**src/rtl/kef_pkg.sv**
```systemverilog
// Shared field layout and reset values for the key event flag bank
package kef_pkg;
	localparam int unsigned NUM_KEYS = 3;
	localparam int unsigned FLAG_W = 5;
	localparam int unsigned REG_W = 8;
	localparam int unsigned CNT_W = 24;
	localparam int unsigned BIT_K1_PRESS = 0;
	localparam int unsigned BIT_K1_RELEASE = 1;
	localparam int unsigned BIT_K2_PRESS = 2;
	localparam int unsigned BIT_K2_RELEASE = 3;
	localparam int unsigned BIT_K3_PRESS = 4;
	localparam logic [FLAG_W-1:0] FLAGS_RST = 5'h0_0;
	localparam logic KEY_DETECT_ENABLE_RST = 1'b1;
	localparam logic [1:0] SYNC_RST = 2'h0;
endpackage : kef_pkg

```
**src/rtl/kef_debounce.sv**
```systemverilog
// Per-key debouncer qualifying press and release events
`timescale 1ns/1ps
module kef_debounce #(
	parameter int unsigned CNT_W = kef_pkg::CNT_W
) (
	input wire logic ref_clk_i,
	input wire logic rst_n_i,
	input wire logic enable_i,
	input wire logic level_i,
	input wire logic [CNT_W-1:0] press_cyc_i,
	input wire logic [CNT_W-1:0] release_cyc_i,
	output logic press_o,
	output logic release_o
);
	logic state_q;
	logic [CNT_W-1:0] cnt_q;
	logic differ;
	logic [CNT_W-1:0] limit;

	assign differ = level_i != state_q;
	assign limit = state_q ? release_cyc_i : press_cyc_i;
	// One more differing cycle than the limit makes the key condition longer than it
	assign press_o = enable_i && differ && !state_q && (cnt_q == limit);
	assign release_o = enable_i && differ && state_q && (cnt_q == limit);

	always_ff @(posedge ref_clk_i or negedge rst_n_i)
	begin
		if (!rst_n_i)
		begin
			state_q <= 1'b0;
			cnt_q <= '0;
		end
		else if (!enable_i)
		begin
			// Disabled keys forget their state so a later enable starts from released
			state_q <= 1'b0;
			cnt_q <= '0;
		end
		else if (!differ)
		begin
			cnt_q <= '0;
		end
		else if (cnt_q == limit)
		begin
			state_q <= level_i;
			cnt_q <= '0;
		end
		else
		begin
			cnt_q <= cnt_q + 1'b1;
		end
	end
endmodule : kef_debounce

```
**src/rtl/kef_flags.sv**
```systemverilog
// Key 1 and 2 press and release, key 3 press event flag bits with read-to-clear
//
// Function
// - Press flags set after press debounce time.
// - Release flags set after release debounce time.
// - Host register read clears all flags except those set in the read cycle.
// - Detection enable at zero clears all flags.
// - Removal clears enable, and so the flags.
// - Press flag set clears same key's release.
// - Key 1 flags report synchronised, debounced events.
`timescale 1ns/1ps
module kef_flags #(
	parameter int unsigned CNT_W = kef_pkg::CNT_W
) (
	input wire logic ref_clk_i,
	input wire logic rstn_i,
	input wire logic [kef_pkg::NUM_KEYS-1:0] key_pressed_i,
	input wire logic [CNT_W-1:0] press_cyc_i,
	input wire logic [CNT_W-1:0] release_cyc_i,
	input wire logic key_detect_enable_wr_i,
	input wire logic key_detect_enable_wdata_i,
	input wire logic removal_i,
	input wire logic read_done_i,
	output logic key_detect_enable_o,
	output logic [kef_pkg::REG_W-1:0] rd_data_o
);
	logic [1:0] rst_sync_q;
	logic rst_n;
	logic [kef_pkg::NUM_KEYS-1:0] key_meta_q;
	logic [kef_pkg::NUM_KEYS-1:0] key_sync_q;
	logic [kef_pkg::NUM_KEYS-1:0] press_evt;
	logic [kef_pkg::NUM_KEYS-1:0] release_evt;
	logic enable_q;
	logic [kef_pkg::FLAG_W-1:0] flags_q;
	logic [kef_pkg::FLAG_W-1:0] flags_d;

	always_ff @(posedge ref_clk_i or negedge rstn_i)
	begin
		if (!rstn_i)
		begin
			rst_sync_q <= kef_pkg::SYNC_RST;
		end
		else
		begin
			rst_sync_q <= {rst_sync_q[0], 1'b1};
		end
	end
	assign rst_n = rst_sync_q[1];

	// Key levels come from the analog detector, so they are synchronised first
	always_ff @(posedge ref_clk_i or negedge rst_n)
	begin
		if (!rst_n)
		begin
			key_meta_q <= '0;
			key_sync_q <= '0;
		end
		else
		begin
			key_meta_q <= key_pressed_i;
			key_sync_q <= key_meta_q;
		end
	end

	// Each key has its own debouncer; they share the timer settings and the detection enable
	for (genvar k = 0; k < kef_pkg::NUM_KEYS; k++)
	begin : g_key
		kef_debounce #(
			.CNT_W(CNT_W)
		) u_debounce (
			.ref_clk_i(ref_clk_i),
			.rst_n_i(rst_n),
			.enable_i(enable_q),
			.level_i(key_sync_q[k]),
			.press_cyc_i(press_cyc_i),
			.release_cyc_i(release_cyc_i),
			.press_o(press_evt[k]),
			.release_o(release_evt[k])
		);
	end

	// Removal wins over a host write in the same cycle
	always_ff @(posedge ref_clk_i or negedge rst_n)
	begin
		if (!rst_n)
		begin
			enable_q <= kef_pkg::KEY_DETECT_ENABLE_RST;
		end
		else if (removal_i)
		begin
			enable_q <= 1'b0;
		end
		else if (key_detect_enable_wr_i)
		begin
			enable_q <= key_detect_enable_wdata_i;
		end
	end

	always_comb
	begin
		flags_d = flags_q;
		if (read_done_i)
		begin
			flags_d = '0;
		end
		if (!enable_q)
		begin
			flags_d = '0;
		end
		else
		begin
			// Sets are applied last so an event in the read cycle is not lost
			if (press_evt[0])
			begin
				flags_d[kef_pkg::BIT_K1_PRESS] = 1'b1;
				flags_d[kef_pkg::BIT_K1_RELEASE] = 1'b0;
			end
			if (release_evt[0])
			begin
				flags_d[kef_pkg::BIT_K1_RELEASE] = 1'b1;
			end
			if (press_evt[1])
			begin
				flags_d[kef_pkg::BIT_K2_PRESS] = 1'b1;
				flags_d[kef_pkg::BIT_K2_RELEASE] = 1'b0;
			end
			if (release_evt[1])
			begin
				flags_d[kef_pkg::BIT_K2_RELEASE] = 1'b1;
			end
			// Key 3 release lives above this bank; its press is kept alone
			if (press_evt[2])
			begin
				flags_d[kef_pkg::BIT_K3_PRESS] = 1'b1;
			end
		end
	end

	always_ff @(posedge ref_clk_i or negedge rst_n)
	begin
		if (!rst_n)
		begin
			flags_q <= kef_pkg::FLAGS_RST;
		end
		else
		begin
			flags_q <= flags_d;
		end
	end

	assign key_detect_enable_o = enable_q;
	assign rd_data_o = {{(kef_pkg::REG_W - kef_pkg::FLAG_W){1'b0}}, flags_q};
endmodule : kef_flags

```
**config.mk**
```make
export PLATFORM = sky130hd
export DESIGN_NAME = kef_flags
export DESIGN_NICKNAME = d
export VERILOG_FILES = /design/src/rtl/kef_pkg.sv /design/src/rtl/kef_debounce.sv /design/src/rtl/kef_flags.sv
export SDC_FILE = /design/constraint.sdc
export NUM_CORES = 1
export LEC_CHECK = 0
export BUFFER_PORTS_ARGS = -buffer_cell sky130_fd_sc_hd__buf_4
export CORE_MARGIN = 2
export CORE_UTILIZATION = 64
export DETAILED_ROUTE_END_ITERATION = 10
export PLACE_DENSITY = 0.82
export RECOVER_POWER = 50
export SYNTH_ARGS = -nofsm -noshare
export SYNTH_HDL_FRONTEND = slang
export SYNTH_HIERARCHICAL = 1
export SYNTH_SLANG_ARGS = --single-unit
```
**constraint.sdc**
```tcl
create_clock -name ref_clk_i -period 7.11 [get_ports ref_clk_i]
set_input_delay 0.3555 -clock ref_clk_i [delete_from_list [all_inputs] [get_ports ref_clk_i]]
set_output_delay 0.3555 -clock ref_clk_i [all_outputs]
set_load 0.02 [all_outputs]
```
======== After elaboration in Yosys (flattened, before gate mapping) ========
Cells that the tools add are included.
operators by class
  add/subtract/negate cells ............... 3
  equality and inequality tests ........... 17
  multiplexer cells ....................... 30
  reduce and logical (&&, ||, !) cells .... 20
operator list
  kind                                            number
  2-to-1 mux 24 bit                               12
  adder 24 x 1 -> 24 bit (second input constant)  3
  equality test 24 bit                            3
  2-to-1 mux 1 bit                                14
  logical AND 1 bit                               13
  != test 2 x 1 -> 1 bit (second input constant)  6
  2-to-1 mux 5 bit                                2
  != test 3 x 2 -> 1 bit (second input constant)  3
  != test 4 x 2 -> 1 bit (second input constant)  2
  AND reduction 2 bit                             3
  2-to-1 mux 2 bit                                2
  zero test 1 bit                                 3
  != test 1 bit                                   3
  nonzero test 2 bit                              1
storage, ports and cells
  logic and storage cells ................. 85
  bits in registers ....................... 89
  bits of input ports ..................... 57
  output and inout port bits .............. 9

======== Longest topological paths before layout ========
Gate-level depths: netlist of the first run.
  depth in word-level cells ............... 7
  mapped depth ............................ 10
  depth with buffers taken out ............ 8

======== Hierarchy ========
The synthesis of the first run kept the hierarchy.
by module, submodules not included
  module        cells an instance  seq. area each (sq um)  times used  area each (sq um)
  kef_debounce  183                625.6                   3           1749.2
  kef_flags     31                 351.6                   1           466.7

======== Worst setup path after synthesis of the first run ========
No wires, ideal clock.
  path kind ............................... reg-to-reg
  start point ............................. register g_key[0].u_debounce.state_q
  end point ............................... register flags_q[1] in the netlist's numbering
  path slack .............................. 5.082 ns
  cell stages (with the launch flop) ...... 11
  buffers on the path ..................... 2
  data required time ...................... 6.991 ns
  data arrival time ....................... 1.909 ns
  cell sequence ........................... dfrtp_1 > buf_6 > buf_8 > mux2i_1 > xnor2_1 > nor4_1 > nand4_1 > nor2_1 > and3_1 > nor3b_1 > o21a_1
on the way
  longest elaborated chain between the ends .. 7
  elaborated cells between the ends (all ways) .. 13
RTL lines
  element                                                                    RTL line            text
  start, declared                                                            kef_debounce.sv:15  logic state_q;
  start signal, assigned                                                     kef_debounce.sv:45  state_q <= level_i;
  parallel branches: the longest is 3 deep, another holds 2-to-1 mux 24 bit  n/a
  logical AND 1 bit (*)                                                      kef_debounce.sv:23  assign press_o = enable_i && differ && !state_q && (cnt_q == limit);
  via press_evt (one bit)                                                    kef_flags.sv:31     logic [kef_pkg::NUM_KEYS-1:0] press_evt;
  2-to-1 mux 2 bit                                                           kef_flags.sv:113    if (press_evt[0])
  2-to-1 mux 1 bit                                                           kef_flags.sv:118    if (release_evt[0])
  2-to-1 mux 5 bit                                                           kef_flags.sv:106    if (!enable_q)
  end signal, assigned                                                       kef_flags.sv:143    flags_q <= kef_pkg::FLAGS_RST;
  end signal, assigned                                                       kef_flags.sv:147    flags_q <= flags_d;
  end, declared                                                              kef_flags.sv:34     logic [kef_pkg::FLAG_W-1:0] flags_q;
Mark *: on every way through the listed nets, which the timed path passes.
A chain may end at the register's enable or synchronous reset.

==> flow_summary.json, run 1 <==
{
  "ff2ff_setup_slack_ns": 3.72,
  "multiInputGateArea_mm2": 0.003239,
  "final_area_mm2": 0.006326,
  "antenna_found_initial": 0,
  "worstPathRequired_ns": 6.82,
  "die-area_mm2": 0.009690,
  "dpl.hpwl_mm": 10.30,
  "fillers": 669,
  "cts_buffer_depth": 2,
  "min_period_ns": 3.390,
  "die_h_um": 98.44,
  "grt_util_met1": 0.4046,
  "skew_ns": 0.01610,
  "insertedDiodeCount": 0,
  "status": "complete, but fails checks",
  "grt_use_met3": 0.05816,
  "start_kind": "register",
  "hold_viol_final": 0,
  "timing.fmax_ghz": 0.2950,
  "drive_gt1_frac": 0.1221,
  "grt_max_degree": 88,
  "drv_slew": 88,
  "clock_latency_ns": 0.37,
  "cts.sinks": 89,
  "reg2reg_from": "rst_sync_q[1]",
  "min_path_type": "in2reg",
  "peakVddDrop_mv": 0.09888,
  "drc_errors": 0,
  "reg2reg_depth": 0,
  "coreArea_mm2": 0.008678,
  "syn_area_mm2": 0.005708,
  "holdPathStages": 2,
  "worst_slew_pin_slew_ns": 3.394,
  "final_antenna_net_count": 0,
  "final_common_cell": "xnor2_1",
  "grt_pass1_wl_mm": 22.50,
  "powerDensity_mw_per_mm2": 156.0,
  "critPathArrivalTime_ns": 3.10,
  "grt.busiest_layer": "met2",
  "root_buffer": "clkbuf_8",
  "gr-usage-all-layers": 0.2943,
  "r2r_end": "key_meta_q[1]",
  "port_buffers": 62,
  "violations": "max-capacitance violations, max-slew violations",
  "clk_pin_slew_ns": 0.10,
  "grt-ovfl-total": 0,
  "met2_usage": 0.4715,
  "relSlewSlack": -1.263,
  "hp-start": "removal_i",
  "vias": 4407,
  "gp_congestion": 0.9796,
  "final_cell_mix": "xnor2_1, nor2_1, dfrtp_1",
  "cts_made_buffers": 9,
  "path_class": "reg2async",
  "drt_pass1_iterations": 5,
  "die_w_um": 98.44,
  "cts_setup_buffers": 0,
  "setup_viol": 0,
  "rows": 34,
  "drt-initial-drc-count": 248,
  "finalCritPeriodShare": 0.4768,
  "cap_viol_max_count": 1,
  "start_util": 0.6577,
  "p_leak_uw": 0.002305,
  "grt_pass1_vias": 4419,
  "wirelength_mm": 13.67,
  "placed_area_mm2": 0.006128,
  "hold_end": "key_detect_enable_o",
  "cp-startpoint": "rst_sync_q[1]",
  "path_max_fanout": 87,
  "endpoint_kind": "asynchronous set/reset pin",
  "fin_nets": 694,
  "rsz0062_at_grt": "false",
  "postSynthCellCount": 579,
  "register_area_mm2": 0.002228,
  "avgSynthCellArea_um2": 9.858,
  "routedWlPerCell_um": 18.30,
  "cts_max_level": 3,
  "cts_tree": "built",
  "yosysWarnings": 6,
  "io_pins": 66,
  "syn_to_final_growth_pct": 10.83,
  "vias_per_cell": 5.900,
  "tns_ns": 0
}
-- power by group --
part	leakage (uW)	internal, uW	switching [uW]
clock	0.000102	183	190
sequential	0.00122	509	14.2
combinational	0.000982	45.1	45.0
total	0.00231	738	249
-- flip-flops by register name (all words and copies together), names as in the netlist --
| name | cells |
|---|---|
| flags_q | 5 |
| g_key.u_debounce/state_q | 3 |
| key_sync_q | 3 |
| rst_sync_q | 2 |
| key_meta_q | 3 |
| g_key.u_debounce/cnt_q | 72 |
| key_detect_enable_o | 1 |
-- area by class of cell --
type / instances / share of cell area
Tap cell: 108 / 0.02136
Inverter: 9 / 0.005340
Timing Repair Buffer: 66 / 0.07516
Clock inverter: 5 / 0.009889
Multi-Input combinational cell: 459 / 0.5121
Clock buffer: 11 / 0.02393
Sequential cell: 89 / 0.3523
-- worst max-delay path by stage --
stage,to,cells past startpoint,slack [ns]
finish,key_meta_q[1],0,3.72
global route,flags_q[4],0,3.02
CTS,g_key[2].u_debounce/cnt_q[11],7,4.18
detailed placement,g_key[2].u_debounce/cnt_q[11],7,4.19
global placement,g_key[2].u_debounce/cnt_q[7],7,4.33
floorplan,flags_q[0],0,4.45
-- timing repair --
action                                 CTS  global route
endpoints found under the hold margin    2             0
gates resized for setup                  0             0
hold buffers                             1             0
-- stage by stage --
step / hold WS, ns / setup WS, ns / cells / util / total power [uW]
2_1_floorplan: 0.05991 / 4.449 / 581 / - / 577.3
3_5_place_dp: 0.1427 / 4.192 / 730 / 0.7062 / 623.2
5_1_grt: 0.09073 / 3.022 / 747 / 0.7290 / 1022
6_report: 0.1056 / 3.720 / 747 / 0.7290 / 987.0
3_3_place_gp: 0.1376 / 4.327 / 730 / 0.7062 / 620.9
4_1_cts: 0.08444 / 4.180 / 747 / 0.7320 / 994.1
-- layer usage --
layer	part of all wire	up-vias
met1	0.43	2132
met4	0.030	0
met5	0	-
met3	0.070	38
li1	-	2060
met2	0.47	177
No activity file was read; power rests on OpenSTA's default activity.
==> run 2: changes to the inputs <==
--- a/config.mk
+++ b/config.mk
@@ -7,9 +7,9 @@
 export LEC_CHECK = 0
 export BUFFER_PORTS_ARGS = -buffer_cell sky130_fd_sc_hd__buf_4
 export CORE_MARGIN = 2
-export CORE_UTILIZATION = 64
+export CORE_UTILIZATION = 59
 export DETAILED_ROUTE_END_ITERATION = 10
-export PLACE_DENSITY = 0.82
+export PLACE_DENSITY = 0.76
 export RECOVER_POWER = 50
 export SYNTH_ARGS = -nofsm -noshare
 export SYNTH_HDL_FRONTEND = slang
==> constraint.sdc (replaced) <==
create_clock -name ref_clk_i -period 3.29 [get_ports ref_clk_i]
set_input_delay 0.1645 -clock ref_clk_i [delete_from_list [all_inputs] [get_ports ref_clk_i]]
set_output_delay 0.1645 -clock ref_clk_i [all_outputs]
set_load 0.02 [all_outputs]
==> flow_summary.json, run 2 (same netlist as run 1, synthesis figures left out) <==
{
  "status": "complete, but fails checks",
  "violations": "max-capacitance violations, max-slew violations",
  "die-area_mm2": 0.01048,
  "root_buffer": "clkbuf_8",
  "peakVddDrop_mv": 0.2644,
  "fin_nets": 701,
  "powerDensity_mw_per_mm2": 338.1,
  "slowest_stage": "o221ai_4",
  "skew_ns": 0.01578,
  "worst_slew_pin_slew_ns": 2.090,
  "relSlewSlack": -0.3936,
  "tns_ns": 0,
  "finalCritPeriodShare": 0.8446,
  "cts_tree": "built",
  "cts_max_level": 3,
  "worstPathRequired_ns": 3.51,
  "critPathArrivalTime_ns": 3.00,
  "gr-usage-all-layers": 0.2874,
  "final_cell_mix": "xnor2_1, nor2_1, dfrtp_1",
  "cts_made_buffers": 9,
  "grt-ovfl-total": 0,
  "gp_congestion": 0.8588,
  "clock_latency_ns": 0.37,
  "vias": 4497,
  "wirelength_mm": 14.18,
  "drt-initial-drc-count": 273,
  "top_register": "g_key.u_debounce/cnt_q",
  "syn_to_final_growth_pct": 12.28,
  "setup_viol": 0,
  "io_pins": 66,
  "p_leak_uw": 0.002337,
  "endpoint_kind": "register",
  "rows": 35,
  "min_path_type": "in2reg",
  "hold_viol_final": 0,
  "grt_max_degree": 52,
  "worstPathCellList": "buf_4, mux2i_1, xnor2_1, nor4_1, nand4_1, o221ai_4, nor2_1",
  "cts_setup_buffers": 0,
  "max_stage_delay_ns": 0.65,
  "clk_pin_slew_ns": 0.09,
  "die_h_um": 102.4,
  "cts.sinks": 89,
  "port_buffers": 62,
  "vias_per_cell": 5.803,
  "antenna_found_initial": 0,
  "coreArea_mm2": 0.009328,
  "drc_errors": 0,
  "cts-hold-fix-buffers": 5,
  "finalWorstSetupSlack_ns": 0.5113,
  "insertedDiodeCount": 0,
  "largest_reg_flops": 72,
  "min_period_ns": 2.779,
  "final_common_cell": "xnor2_1",
  "grt_pass1_wl_mm": 22.63,
  "die_w_um": 102.4,
  "start_kind": "register",
  "timing.fmax_ghz": 0.3599,
  "post_cts_resized": 0,
  "rsz0062_at_grt": "false",
  "grt_pass1_vias": 4378,
  "post-place-ws_ns": 0.5474,
  "top_regs": "g_key.u_debounce/cnt_q: 72 flops, flags_q: 5 flops",
  "routedWlPerCell_um": 18.30,
  "final_antenna_net_count": 0,
  "dpl.hpwl_mm": 10.64,
  "drive_gt1_frac": 0.1223,
  "drt_pass1_iterations": 5,
  "start_util": 0.6119,
  "drv_slew": 52,
  "fillers": 759,
  "path_class": "reg2reg",
  "path_max_fanout": 27,
  "cts_buffer_depth": 2,
  "cap_viol_max_count": 1
}
==> run 2: cell types whose count changed in the layout (fill, tap and decap cells not counted) <==
cell and change:
clkbuf_8 -2, clkbuf_1 +2, clkinv_2 +1, inv_6 -1, clkinvlp_4 -1, clkbuf_2 +2, buf_4 +1, dlygate4sd3_1 +4
bufinv_16 +1
==> run 2: final cells by class <==
cell class	count	area, um^2	area share
inverters	9	33.78	0.005271
repair buffers	73	533.0	0.08317
flip-flops and latches	89	2228	0.3477
clock buffers	11	131.4	0.02050
clock inverters	5	81.33	0.01269
well taps	129	161.4	0.02519
multi-input cells	459	3239	0.5055
==> run 2: worst max-delay path, delay by kind of cell, from the launching register on <==
kind / cells / cell delay [ns]
xor+xnor: 1 / 0.16
mux: 1 / 0.34
buf+inv: 1 / 0.39
simple gates: 3 / 0.75
compound gates: 1 / 0.65
flops: 1 / 0.33
==> run 2: routing by layer <==
metal / global-route usage / vias up / part of all wire
li1: - / 2066 / -
met1: 0.4021 / 2212 / 0.44
met2: 0.4580 / 196 / 0.47
met3: 0.05198 / 23 / 0.071
met4: 0.08821 / 0 / 0.022
met5: 0 / - / 0
==> run 2: final timing paths <==
| check | cells after the start | slack (ns) | to | from |
|---|---|---|---|---|
| max in group asynchronous | 1 | 0.91 | g_key[0].u_debounce/cnt_q[21] | rst_sync_q[1] |
| min in group asynchronous | 2 | 0.10 | rst_sync_q[1] | rstn_i |
| worst max-delay path | 7 | 0.51 | g_key[2].u_debounce/cnt_q[12] | g_key[2].u_debounce/state_q |
| worst min register to register | 0 | 0.36 | rst_sync_q[1] | rst_sync_q[0] |
| worst max register to register | 7 | 0.51 | g_key[2].u_debounce/cnt_q[12] | g_key[2].u_debounce/state_q |
| worst min-delay path | 3 | 0.05 | key_detect_enable_o | key_detect_enable_wdata_i |
==> run 2: metrics by stage <==
stage	std cells	power, uW	util	hold WS [ns]	instance area, um^2
final	775	2167	0.6871	0.04892	6409
after global routing	775	2256	0.6871	0.06095	6409
after CTS	775	2185	0.6904	0.04202	6440
after detailed placement	754	1350	0.6622	-0.05251	6177
after global placement	754	1347	0.6622	-0.05298	6177
after floorplan	581	1248	-	-0.1311	5715
==> run 2: where the power goes <==
part           switching (uW)  internal, uW  leakage (uW)
Combinational             109           101       0.00101
Sequential               22.4          1100       0.00122
Clock                     405           429      0.000104
==> run 3: changes to the inputs <==
==> constraint.sdc (replaced) <==
create_clock -name ref_clk_i -period 2.8 [get_ports ref_clk_i]
set_input_delay 0.14 -clock ref_clk_i [delete_from_list [all_inputs] [get_ports ref_clk_i]]
set_output_delay 0.14 -clock ref_clk_i [all_outputs]
set_load 0.02 [all_outputs]
==> flow_summary.json, run 3 (same netlist as run 1, synthesis figures left out) <==
{
  "status": "complete, but fails checks",
  "violations": "max-capacitance violations, max-slew violations",
  "skew_ns": 0.02071,
  "gr-usage-all-layers": 0.2840,
  "die_w_um": 102.4,
  "critPathArrivalTime_ns": 2.89,
  "die_h_um": 102.4,
  "rows": 35,
  "worstPathRequired_ns": 3.06,
  "cts_tree": "built",
  "whs_ns": 0.02940,
  "start_util": 0.6119,
  "p_leak_uw": 0.002359,
  "hold_viol_final": 0,
  "powerDensity_mw_per_mm2": 395.8,
  "final_common_cell": "xnor2_1",
  "endpoint_kind": "register",
  "root_buffer": "clkbuf_8",
  "cts_max_level": 3,
  "final_cell_mix": "xnor2_1, nor2_1, dfrtp_1",
  "top_register": "g_key.u_debounce/cnt_q",
  "totalPowerFinal_uw": 2561,
  "grt-ovfl-total": 0,
  "cts_setup_buffers": 0,
  "drc_errors": 0,
  "clock_latency_ns": 0.38,
  "vias": 4441,
  "holdPathStages": 3,
  "drt_pass1_iterations": 5,
  "gp_congestion": 0.9057,
  "min_path_type": "in2reg",
  "vias_per_cell": 5.723,
  "coreArea_mm2": 0.009328,
  "fillers": 740,
  "timing.fmax_ghz": 0.3809,
  "path_class": "reg2reg",
  "port_buffers": 62,
  "drt-initial-drc-count": 294,
  "cap_viol_max_count": 1,
  "setup_viol": 0,
  "grt_max_degree": 46,
  "antenna_found_initial": 0,
  "min_period_ns": 2.625,
  "die-area_mm2": 0.01048,
  "reg2reg_depth": 9,
  "dpl.hpwl_mm": 10.66,
  "peakVddDrop_mv": 0.4049,
  "final_antenna_net_count": 0,
  "worst_slew_pin_slew_ns": 1.728,
  "top_regs": "g_key.u_debounce/cnt_q: 72 flops, flags_q: 5 flops",
  "insertedDiodeCount": 0,
  "wirelength_mm": 13.95,
  "grt_pass1_wl_mm": 22.29,
  "finalCritPeriodShare": 0.9376,
  "io_pins": 66,
  "path_max_fanout": 23,
  "start_kind": "register",
  "cts_made_buffers": 9,
  "routedWlPerCell_um": 17.97,
  "cts.sinks": 89,
  "cts_buffer_depth": 2,
  "grt_pass1_vias": 4453,
  "drive_gt1_frac": 0.1298,
  "multiInputGateArea_mm2": 0.003243,
  "register_area_mm2": 0.002230,
  "syn_to_final_growth_pct": 13.37,
  "largest_reg_flops": 72,
  "drv_slew": 44,
  "relSlewSlack": -0.1521,
  "clk_pin_slew_ns": 0.10,
  "fin_nets": 702,
  "tns_ns": 0,
  "rsz0062_at_grt": "false"
}
run 3: report_power, final:
group	internal [uW]	leakage, uW	total, uW	switching (uW)
registers	1290	0.00122	1320	24.5
logic	121	0.00103	254	133
clock network	526	0.000113	989	463
total	1940	0.00236	2560	620
run 3: timing repair:
action,in CTS,in global routing
hold buffers,5,0
endpoints found under the hold margin,6,0
endpoints found under the setup margin,0,26
gates resized for setup,0,2
run 3: worst paths after layout:
| kind | startpoint | end | slack [ns] |
|---|---|---|---|
| max | g_key[1].u_debounce/state_q | flags_q[3] | 0.17 |
| min | key_detect_enable_wdata_i | key_detect_enable_o | 0.03 |
| max reg2reg | g_key[1].u_debounce/state_q | flags_q[3] | 0.17 |
| min reg2reg | rst_sync_q[0] | rst_sync_q[1] | 0.35 |
| max in group asynchronous | rst_sync_q[1] | g_key[2].u_debounce/cnt_q[14] | 0.52 |
| min in group asynchronous | rstn_i | rst_sync_q[1] | 0.08 |
run 3: metal layers:
layer	track usage	routed length [um]	vias up
li1	-	-	2076
met1	0.3819	6067	2182
met2	0.4610	6618	161
met3	0.05814	965	22
met4	0.09538	296	0
met5	0	0	-
run 3: final cells by class:
class,instances,area share
multi-input cells,459,0.5012
clock buffers,11,0.02185
repair buffers,74,0.09010
inverters,9,0.005220
well taps,129,0.02494
clock inverters,5,0.01218
flip-flops and latches,89,0.3445
run 3: per-stage QoR:
stage / cell area, um^2 / utilization / setup slack [ns] / cells
CTS: 6505 / 0.6974 / 0.1435 / 776
global route: 6471 / 0.6938 / 0.01678 / 776
floorplan: 5715 / - / 0.1392 / 581
global placement: 6235 / 0.6684 / 0.2452 / 755
detailed placement: 6235 / 0.6684 / 0.2266 / 755
finish: 6471 / 0.6938 / 0.1748 / 776
run 3: critical path: stages, from the launching register on:
cell and delay (ns):
dfrtp_2 0.47, buf_12 0.22, mux2i_2 0.36, xnor2_1 0.10, nor4_1 0.39, nand4_1 0.28
nor2_1 0.25, and3_1 0.23, nor3b_1 0.06, o21a_1 0.16
